$ cat src/rtl/sample_queue_pkg.sv
package sample_queue_pkg;

  // register byte addresses
  localparam logic [7:0] DATA_FIRST_ADDR = 8'h32;
  localparam logic [7:0] DATA_LAST_ADDR  = 8'h37;
  localparam logic [7:0] CTL_ADDR        = 8'h38;
  localparam logic [7:0] STATE_ADDR      = 8'h39;

  // queue geometry
  localparam int         AXIS_W      = 16;
  localparam int         ENTRY_W     = 48;
  localparam int         DEPTH       = 32;
  localparam int         LEVEL_W     = 6;
  localparam logic [5:0] DEPTH_LEVEL = 6'h20;

  // control register layout and reset
  localparam logic [7:0] CTL_RESET   = 8'h00;
  localparam int         MODE_MSB    = 7;
  localparam int         MODE_LSB    = 6;
  localparam int         TRIG_PIN    = 5;
  localparam int         SAMPLES_MSB = 4;

  // status register layout
  localparam int         STATE_TRIG_BIT = 7;

  // queue modes
  typedef enum logic [1:0] {
    MODE_BYPASS  = 2'h0,
    MODE_FILL    = 2'h1,
    MODE_STREAM  = 2'h2,
    MODE_TRIGGER = 2'h3
  } queue_mode_type;

endpackage : sample_queue_pkg

$ cat src/rtl/sample_queue_modes.sv
// Overview of operation
// - 32-entry queue, mode field selects behaviour
// - bypass mode stores nothing, queue empty
// - watermark holds while count reaches samples field
// - fill-once stops writing at 32 entries
// - stream keeps newest 32, drops oldest
// - trigger keeps newest 32, event to pin
// - on trigger trim to n, then fill-once
// - one trigger only; bypass then trigger re-arms
// - selecting bypass flushes the ring, head register keeps its entry
// - data reads return queue, pop loads oldest
// - single-byte read loses rest of entry
// - read ends at 0x37-to-0x38 or chip-select high
// - overrun sets on full, clears on read
// - watermark clears when reads drop count below
`timescale 1ns/100ps
`default_nettype none

module sample_queue_modes (
  // clock and reset
  input  wire logic        mclk,
  input  wire logic        rstn,
  // measurement samples
  input  wire logic        sample_valid,
  input  wire logic [15:0] meas_x,
  input  wire logic [15:0] meas_y,
  input  wire logic [15:0] meas_z,
  // trigger event source
  input  wire logic        trigger_event,
  // register port from serial interface
  input  wire logic        reg_rd,
  input  wire logic        reg_wr,
  input  wire logic [7:0]  reg_addr,
  input  wire logic [7:0]  reg_wdata,
  output logic      [7:0]  reg_rdata,
  // serial chip select pin
  input  wire logic        cs_n,
  // event outputs
  output logic             event_pin_one,
  output logic             event_pin_two,
  output logic             watermark,
  output logic             overrun
);

  typedef struct packed {
    logic [7:0]  ctl;
    logic [47:0] out;
    logic        out_valid;
    logic        triggered;
    logic        trimming;
    logic        touched;
    logic        overrun;
    logic        watermark;
    logic        cs_s1;
    logic        cs_s2;
    logic        cs_prev;
    logic        pin_one;
    logic        pin_two;
    logic [7:0]  rdata;
  } queue_state_type;

  queue_state_type cur_ff;
  queue_state_type nxt_ff;

  // ring storage signals
  logic [47:0] head_data;
  logic [5:0]  ring_level;
  logic        ring_flush;
  logic        ring_push;
  logic        ring_pop;

  // decoded conditions
  sample_queue_pkg::queue_mode_type mode;
  logic        storing;
  logic        fill_only;
  logic [5:0]  keep_n;
  logic [5:0]  total;
  logic        full;
  logic        cs_rise;
  logic        data_rd;
  logic        pop_req;
  logic        trig_hit;
  logic        drop;
  logic        consume;
  logic [7:0]  data_off;
  logic [47:0] data_shift;

  sample_ring #(
    .W     (sample_queue_pkg::ENTRY_W),
    .DEPTH (sample_queue_pkg::DEPTH),
    .AW    (sample_queue_pkg::LEVEL_W - 1)
  ) sample_ring_i (
    .mclk      (mclk),
    .rstn      (rstn),
    .flush     (ring_flush),
    .push      (ring_push),
    .push_data ({meas_z, meas_y, meas_x}),
    .pop       (ring_pop),
    .head_data (head_data),
    .level     (ring_level)
  );

  // mode and level decode
  always_comb begin
    mode      = sample_queue_pkg::queue_mode_type'(
                  cur_ff.ctl[sample_queue_pkg::MODE_MSB:sample_queue_pkg::MODE_LSB]);
    storing   = (mode != sample_queue_pkg::MODE_BYPASS);
    fill_only = (mode == sample_queue_pkg::MODE_FILL) ||
                ((mode == sample_queue_pkg::MODE_TRIGGER) && cur_ff.triggered);
    keep_n    = {1'b0, cur_ff.ctl[sample_queue_pkg::SAMPLES_MSB:0]};
    // bypass head register is not a queue entry, so the count stays zero there
    total     = ring_level + {5'h0, cur_ff.out_valid && storing};
    full      = (total == sample_queue_pkg::DEPTH_LEVEL);
  end

  // read completion and pop request
  always_comb begin
    cs_rise = cur_ff.cs_s2 & ~cur_ff.cs_prev;
    data_rd = reg_rd && (reg_addr >= sample_queue_pkg::DATA_FIRST_ADDR) &&
              (reg_addr <= sample_queue_pkg::DATA_LAST_ADDR);
    // a touched entry is done at the step to 0x38 or chip-select high
    pop_req = cur_ff.touched &&
              ((reg_rd && (reg_addr == sample_queue_pkg::CTL_ADDR)) || cs_rise);
    trig_hit = trigger_event && (mode == sample_queue_pkg::MODE_TRIGGER) &&
               !cur_ff.triggered;
  end

  // queue write, discard and head load
  always_comb begin
    drop = storing &&
           ((sample_valid && full && !fill_only) ||
            (cur_ff.trimming && (total > keep_n)));
    consume    = pop_req || drop;
    ring_flush = !storing;
    ring_push  = storing && sample_valid && (!full || drop) && !(full && fill_only);
    ring_pop   = storing && (ring_level != 6'h00) && (consume || !cur_ff.out_valid);
  end

  // data register byte select
  always_comb begin
    data_off   = reg_addr - sample_queue_pkg::DATA_FIRST_ADDR;
    data_shift = cur_ff.out >> {data_off[2:0], 3'h0};
  end

  // next state
  always_comb begin
    nxt_ff = cur_ff;

    // chip select synchroniser and edge history
    nxt_ff.cs_s1   = cs_n;
    nxt_ff.cs_s2   = cur_ff.cs_s1;
    nxt_ff.cs_prev = cur_ff.cs_s2;

    // an entry counts as touched from its first data byte read
    nxt_ff.touched = data_rd || (cur_ff.touched && !pop_req);

    if (reg_wr && (reg_addr == sample_queue_pkg::CTL_ADDR)) begin
      nxt_ff.ctl = reg_wdata;
    end

    if (!storing) begin
      // bypass: data registers follow the newest sample
      nxt_ff.triggered = 1'b0;
      nxt_ff.trimming  = 1'b0;
      nxt_ff.watermark = 1'b0;
      if (pop_req) begin
        nxt_ff.out_valid = 1'b0;
      end
      if (sample_valid) begin
        nxt_ff.out       = {meas_z, meas_y, meas_x};
        nxt_ff.out_valid = 1'b1;
        if (cur_ff.out_valid && !pop_req) begin
          nxt_ff.overrun = 1'b1;
        end
      end
      if (pop_req && !(sample_valid && cur_ff.out_valid)) begin
        nxt_ff.overrun = 1'b0;
      end
    end else begin
      // head entry loaded from the ring when consumed or empty
      if (consume || !cur_ff.out_valid) begin
        if (ring_level != 6'h00) begin
          nxt_ff.out       = head_data;
          nxt_ff.out_valid = 1'b1;
        end else if (consume) begin
          nxt_ff.out_valid = 1'b0;
        end
      end
      // trigger capture and trim down to n newest
      if (trig_hit) begin
        nxt_ff.triggered = 1'b1;
        nxt_ff.trimming  = 1'b1;
      end else if (cur_ff.trimming && (total <= keep_n)) begin
        nxt_ff.trimming  = 1'b0;
      end
      // overrun: reaching full sets, a read clears, set wins
      if (pop_req) begin
        nxt_ff.overrun = 1'b0;
      end
      if (ring_push && !drop && (total == sample_queue_pkg::DEPTH_LEVEL - 6'h01)) begin
        nxt_ff.overrun = 1'b1;
      end
      // watermark level follows count against samples field
      nxt_ff.watermark = (total >= keep_n);
    end

    // trigger routed to the pin chosen by the control bit
    nxt_ff.pin_one = nxt_ff.triggered && !nxt_ff.ctl[sample_queue_pkg::TRIG_PIN];
    nxt_ff.pin_two = nxt_ff.triggered && nxt_ff.ctl[sample_queue_pkg::TRIG_PIN];

    // register read data
    if (reg_rd) begin
      if (data_rd) begin
        nxt_ff.rdata = data_shift[7:0];
      end else if (reg_addr == sample_queue_pkg::CTL_ADDR) begin
        nxt_ff.rdata = cur_ff.ctl;
      end else if (reg_addr == sample_queue_pkg::STATE_ADDR) begin
        nxt_ff.rdata = {cur_ff.triggered, 1'b0, total};
      end else begin
        nxt_ff.rdata = 8'h00;
      end
    end
  end

  always_ff @(posedge mclk or negedge rstn) begin
    if (!rstn) begin
      cur_ff         <= '0;
      cur_ff.ctl     <= sample_queue_pkg::CTL_RESET;
      cur_ff.cs_s1   <= 1'b1;
      cur_ff.cs_s2   <= 1'b1;
      cur_ff.cs_prev <= 1'b1;
    end else begin
      cur_ff <= nxt_ff;
    end
  end

  // outputs straight from flip-flops
  assign reg_rdata     = cur_ff.rdata;
  assign event_pin_one = cur_ff.pin_one;
  assign event_pin_two = cur_ff.pin_two;
  assign watermark     = cur_ff.watermark;
  assign overrun       = cur_ff.overrun;

endmodule : sample_queue_modes

`default_nettype wire

$ cat src/rtl/sample_ring.sv
`timescale 1ns/100ps
`default_nettype none

module sample_ring #(
  parameter int W     = 48,
  parameter int DEPTH = 32,
  parameter int AW    = 5
) (
  // clock and reset
  input  wire logic          mclk,
  input  wire logic          rstn,
  // control
  input  wire logic          flush,
  input  wire logic          push,
  input  wire logic [W-1:0]  push_data,
  input  wire logic          pop,
  // state
  output logic      [W-1:0]  head_data,
  output logic      [AW:0]   level
);

  typedef struct packed {
    logic [DEPTH-1:0][W-1:0] mem;
    logic [AW-1:0]           wr_ptr;
    logic [AW-1:0]           rd_ptr;
    logic [AW:0]             level;
  } ring_state_type;

  ring_state_type cur_ff;
  ring_state_type nxt_ff;

  localparam logic [AW:0] FULL_LEVEL = (AW+1)'(DEPTH);

  // pointer and level update, push blocked when full without pop or on flush
  always_comb begin
    logic do_push;
    logic do_pop;
    do_push = 1'b0;
    do_pop  = 1'b0;
    nxt_ff  = cur_ff;
    do_pop  = pop && (cur_ff.level != '0);
    do_push = push && ((cur_ff.level != FULL_LEVEL) || do_pop);
    if (flush) begin
      nxt_ff.wr_ptr = '0;
      nxt_ff.rd_ptr = '0;
      nxt_ff.level  = '0;
    end else begin
      if (do_push) begin
        nxt_ff.mem[cur_ff.wr_ptr] = push_data;
        nxt_ff.wr_ptr             = cur_ff.wr_ptr + 1'b1;
      end
      if (do_pop) begin
        nxt_ff.rd_ptr = cur_ff.rd_ptr + 1'b1;
      end
      nxt_ff.level = cur_ff.level + (AW+1)'(do_push) - (AW+1)'(do_pop);
    end
  end

  always_ff @(posedge mclk or negedge rstn) begin
    if (!rstn) begin
      cur_ff <= '0;
    end else begin
      cur_ff <= nxt_ff;
    end
  end

  assign head_data = cur_ff.mem[cur_ff.rd_ptr];
  assign level     = cur_ff.level;

endmodule : sample_ring

`default_nettype wire

$ cat config.mk
export PLATFORM = sky130hd
export DESIGN_NAME = sample_queue_modes
export DESIGN_NICKNAME = d
export VERILOG_FILES = /design/src/rtl/sample_queue_pkg.sv /design/src/rtl/sample_queue_modes.sv /design/src/rtl/sample_ring.sv
export SDC_FILE = /design/constraint.sdc
export NUM_CORES = 2
export LEC_CHECK = 0
export BUFFER_PORTS_ARGS = -buffer_cell sky130_fd_sc_hd__buf_2
export CORE_ASPECT_RATIO = 2
export CORE_UTILIZATION = 30
export DETAILED_ROUTE_END_ITERATION = 8
export GPL_TIMING_DRIVEN = 0
export SYNTH_ARGS = -nofsm -noshare
export SYNTH_HDL_FRONTEND = slang
export SYNTH_SLANG_ARGS = --single-unit
$ cat constraint.sdc
create_clock -name mclk -period 5 [get_ports mclk]
set_input_delay 0.5 -clock mclk [delete_from_list [all_inputs] [get_ports mclk]]
set_output_delay 0.5 -clock mclk [all_outputs]
set_load 0.03 [all_outputs]
==> run metrics <==
Area Growth Syn to Fin=13.8%; largest fanout on the critical path=10; clock edge transition at the registers on the reported setup and hold paths=70 ps; worst min-delay path class=input port to register; die width=between 300 and 400 um; endpoint required time on the critical path=5670 ps; Overall Global Routing Usage=19.6%; number of sinks handled by clock tree synthesis=1627; H-tree depth reported by CTS=4; sequential standard cell area=40700 um2; pin count of the biggest net entering global routing=183; global placement routability congestion=0.892; number of nets in the final layout=5144; Period Utilization, post-route=99.8%; Setup Skew=78.9 ps; critical path launch point type=register; async set-reset flop share out of synthesis=100%; leakage power=0.0400 uW; multiplexer area fraction after synthesis=38.0%; drt drc=0; result of the run=finished with violations; end-of-flow core utilization=34.3%; die area=between 200000 and 300000 um2; worst ir drop on vdd=approximately 0.22 mV; Post-DP Area=81500 um2; maximum clock insertion buffer count=4; root buffer selected by CTS=sky130_fd_sc_hd__clkbuf_16; count of flip-flops with a built-in enable after synthesis=0; final setup vio count=0; vias=44.2k; first-pass detailed-route iteration total=5; max-slew violations=11; count of cell types in the netlist=62; global-route congestion overflow total=0; count of mapped cells out of synthesis=4768; via density per instance=5.22; worst-case register-to-register setup slack=10 ps; Net Count, Synth=around 4.9k; Port Buf Inserts=between 80 and 90; Starting Density=between 30% and 40%; drt initial violations=3171; clock latency on the worst-skew pair=roughly 830 ps; count of pins on the block boundary=83; core area=254000 um2; crit path capture type=register; Max Cap Violations=2; delay of the slowest cell on the worst path=910 ps; Power Dens Cells=between 300 and 400 nW/um2; critical-path cell list=buf_2, clkbuf_2, clkdlybuf4s15_1, buf_2, mux4_2, a22oi_1, nand3_1, a211oi_1, a21oi_1; worst max-slew margin expressed relative to the limit=-2.27%; Avg Cell Area, Syn=16.1 um2; Compound-Gate Fraction of Synth Area=2.44%; detail-routed net length per standard cell=30.0 um; xor and xnor area share after synthesis=0.167%; global-route wire length before repair=364000 um; register bit total from synthesis=1627; final HPWL from detailed placement=188000 um; dominant cell type by count on the critical path=sky130_fd_sc_hd__buf_2; final critical-path required period=roughly 5000 ps; number of warning messages in the yosys log=0; arrival time worst endpoint=5660 ps; area taken by multi-input logic gates=about 33000 um2; total count of hold-check failures in the final report=0; cell with the largest stage delay on the worst path=sky130_fd_sc_hd__clkdlybuf4s15_1; cell area after synthesis=76600 um2; maximum operating frequency=between 200 and 250 MHz; simple-gate area share of the yosys netlist=2.11%; clock tree from TritonCTS=yes; number of clock buffers inserted by TritonCTS=150; arithmetic-cell share of the synthesized area counting full adders, half adders and majority gates=0.415%; predominant post-synthesis flop cell=sky130_fd_sc_hd__dfrtp_1; Die H=717 um; combinational family with the most area after synthesis=multiplexers; slew at the pin closest to its max-slew limit=1530 ps; Cell Rows=~260; DRT Wirelength=253000 um; Fill cells=around 24k; vias in the first global route=48.8k; sequential area share after synthesis=53.1%; number of antenna violations at the first check in global routing=23; Finished Cell Area=87200 um2; failing checks=capacitance limit, slew limit; startpoint-to-endpoint class of the critical path=register to register; Detail Route Antenna Nets=0; fraction of final layout cells sized beyond drive strength 1=49.1%
what timing repair did:
action / in CTS / in global routing
endpoints found under the setup margin: 1594 / 398
hold endpoints to repair: 151 / 0
gates cloned: 0 / 2
setup buffers: 0 / 4
gates resized for setup: 64 / 7
hold buffers: 31 / 0
pin swaps: 0 / 4
placed cells by master (no fill, tap or decap), drive strengths merged, types with 6 or more instances in the layout:
master         instances
a211oi                52
a21oi                 74
a22oi                 51
and2                   6
and3                  27
buf                  322
bufinv                13
clkbuf               446
clkdlybuf4s15         10
clkinv                31
dfrtp               1624
diode                  9
dlygate4sd3           30
ha                    23
inv                   72
mux2                1547
mux2i                 14
mux4                 433
nand2                 75
nand2b                50
nand3                 68
nor2                  40
nor3                   8
o211ai                50
o21ai                 12
xnor2                  9
Yosys cell counts, types with 2 or more instances:
master	number	area [um2]
sky130_fd_sc_hd__a211oi_1	52	390
sky130_fd_sc_hd__a21o_1	3	22.5
sky130_fd_sc_hd__a21oi_1	74	370
sky130_fd_sc_hd__a22oi_1	51	383
sky130_fd_sc_hd__a311oi_1	3	26.3
sky130_fd_sc_hd__a31o_2	2	17.5
sky130_fd_sc_hd__a31oi_1	3	18.8
sky130_fd_sc_hd__and2_1	5	31.3
sky130_fd_sc_hd__and3_1	3	18.8
sky130_fd_sc_hd__and3_4	24	270
sky130_fd_sc_hd__buf_1	57	214
sky130_fd_sc_hd__buf_2	63	315
sky130_fd_sc_hd__buf_4	28	210
sky130_fd_sc_hd__buf_6	85	957
sky130_fd_sc_hd__clkbuf_1	244	916
sky130_fd_sc_hd__dfrtp_1	1624	40600
sky130_fd_sc_hd__dfstp_2	3	78.8
sky130_fd_sc_hd__ha_1	23	288
sky130_fd_sc_hd__inv_1	68	255
sky130_fd_sc_hd__mux2_1	60	676
sky130_fd_sc_hd__mux2_2	1007	11300
sky130_fd_sc_hd__mux2_4	480	7210
sky130_fd_sc_hd__mux2i_1	14	140
sky130_fd_sc_hd__mux4_2	433	9750
sky130_fd_sc_hd__nand2_1	75	282
sky130_fd_sc_hd__nand2b_1	50	313
sky130_fd_sc_hd__nand3_1	64	320
sky130_fd_sc_hd__nand3_2	4	40.0
sky130_fd_sc_hd__nand4_1	2	12.5
sky130_fd_sc_hd__nor2_1	40	150
sky130_fd_sc_hd__nor2b_1	4	25.0
sky130_fd_sc_hd__nor3_1	8	40.0
sky130_fd_sc_hd__nor3b_1	5	37.5
sky130_fd_sc_hd__o211ai_1	49	368
sky130_fd_sc_hd__o21a_1	2	15.0
sky130_fd_sc_hd__o21ai_0	12	60.1
sky130_fd_sc_hd__o221ai_1	2	17.5
sky130_fd_sc_hd__o22ai_1	4	25.0
sky130_fd_sc_hd__o31ai_1	2	15.0
sky130_fd_sc_hd__o32ai_1	3	26.3
sky130_fd_sc_hd__or2_2	2	12.5
sky130_fd_sc_hd__xnor2_1	9	78.8
sky130_fd_sc_hd__xor2_1	3	26.3
metrics by stage:
| stage | hold slack, ps | power, uW | setup slack (ps) | std cells | setup TNS, ps |
|---|---|---|---|---|---|
| global placement | 349 | 15500 | -32180 | 8149 | - |
| floorplan | 204 | 14700 | 323 | 4768 | 0 |
| CTS | 2.93 | 27700 | 0.750 | 8445 | 0 |
| finish | 39.3 | 27500 | 9.52 | 8461 | 0 |
| global route | 33.4 | 28200 | -46.9 | 8454 | -46.9 |
| detailed placement | 349 | 15600 | -1650 | 8161 | -1107940 |
metal layers:
layer  GRT usage (%)  part of all wire, %  vias up  wire, um
met5               0                0.059        -       149
met4            14.8                  8.9       20     22600
met3            2.64                  3.8      637      9650
met2            37.1                   54     1292    137000
met1            19.2                   33    24090     83800
li1                -                    -    18123         -
cell type report:
class	count	area share [%]
clock inverters	53	0.772
repair buffers	131	1.32
well taps	3300	4.73
plain buffers	475	3.11
multi-input cells	2596	38.2
diodes	9	0.0258
inverters	68	0.293
clock buffers	202	4.88
flip-flops and latches	1627	46.7
sequential cells by signal (all words and copies together), names as in the netlist:
name,cells
cur_ff,63
sample_ring_i.cur_ff,1546
overrun,1
reg_rdata,8
sample_ring_i.level,6
event_pin_two,1
watermark,1
event_pin_one,1
critical path, delay by kind of cell (launching register included):
kind | cells | cell delay, ps
DFF | 1 | 350
muxes | 1 | 580
and+or+nand+nor | 1 | 240
AOI/OAI and AO/OA | 3 | 1210
buffers and inverters | 4 | 2450
power by group:
part / total (uW) / internal [uW] / switching [uW]
Clock: 12100 / 6680 / 5430
Combinational: 1730 / 669 / 1060
Sequential: 13600 / 13500 / 199
Total: 27500 / 20800 / 6690
path summary, 6_finish.rpt:
check                                               startpoint                               endpoint  depth (start not counted)
min                                                  meas_y[0]  sample_ring_i.cur_ff[992]$_DFFE_PN0P_                          2
max in group asynchronous                                 rstn  sample_ring_i.cur_ff[525]$_DFFE_PN0P_                          8
max reg2reg                sample_ring_i.cur_ff[6]$_DFFE_PN0P_                 cur_ff[22]$_DFFE_PN0P_                          9
min reg2reg                               cur_ff[12]$_DFF_PN1_                   cur_ff[11]$_DFF_PN1_                          0
max                        sample_ring_i.cur_ff[6]$_DFFE_PN0P_                 cur_ff[22]$_DFFE_PN0P_                          9
min in group asynchronous                                 rstn  sample_ring_i.cur_ff[884]$_DFFE_PN0P_                          3
kinds of logic after synthesis:
kind of cell,after synthesis
muxes,1994
DFF,1627
buffers and inverters,545
adders and majority gates,25
and+or+nand+nor,293
xor gates and xnor gates,13
AOI/OAI and AO/OA,271
(Power assumes the default switching activity.)
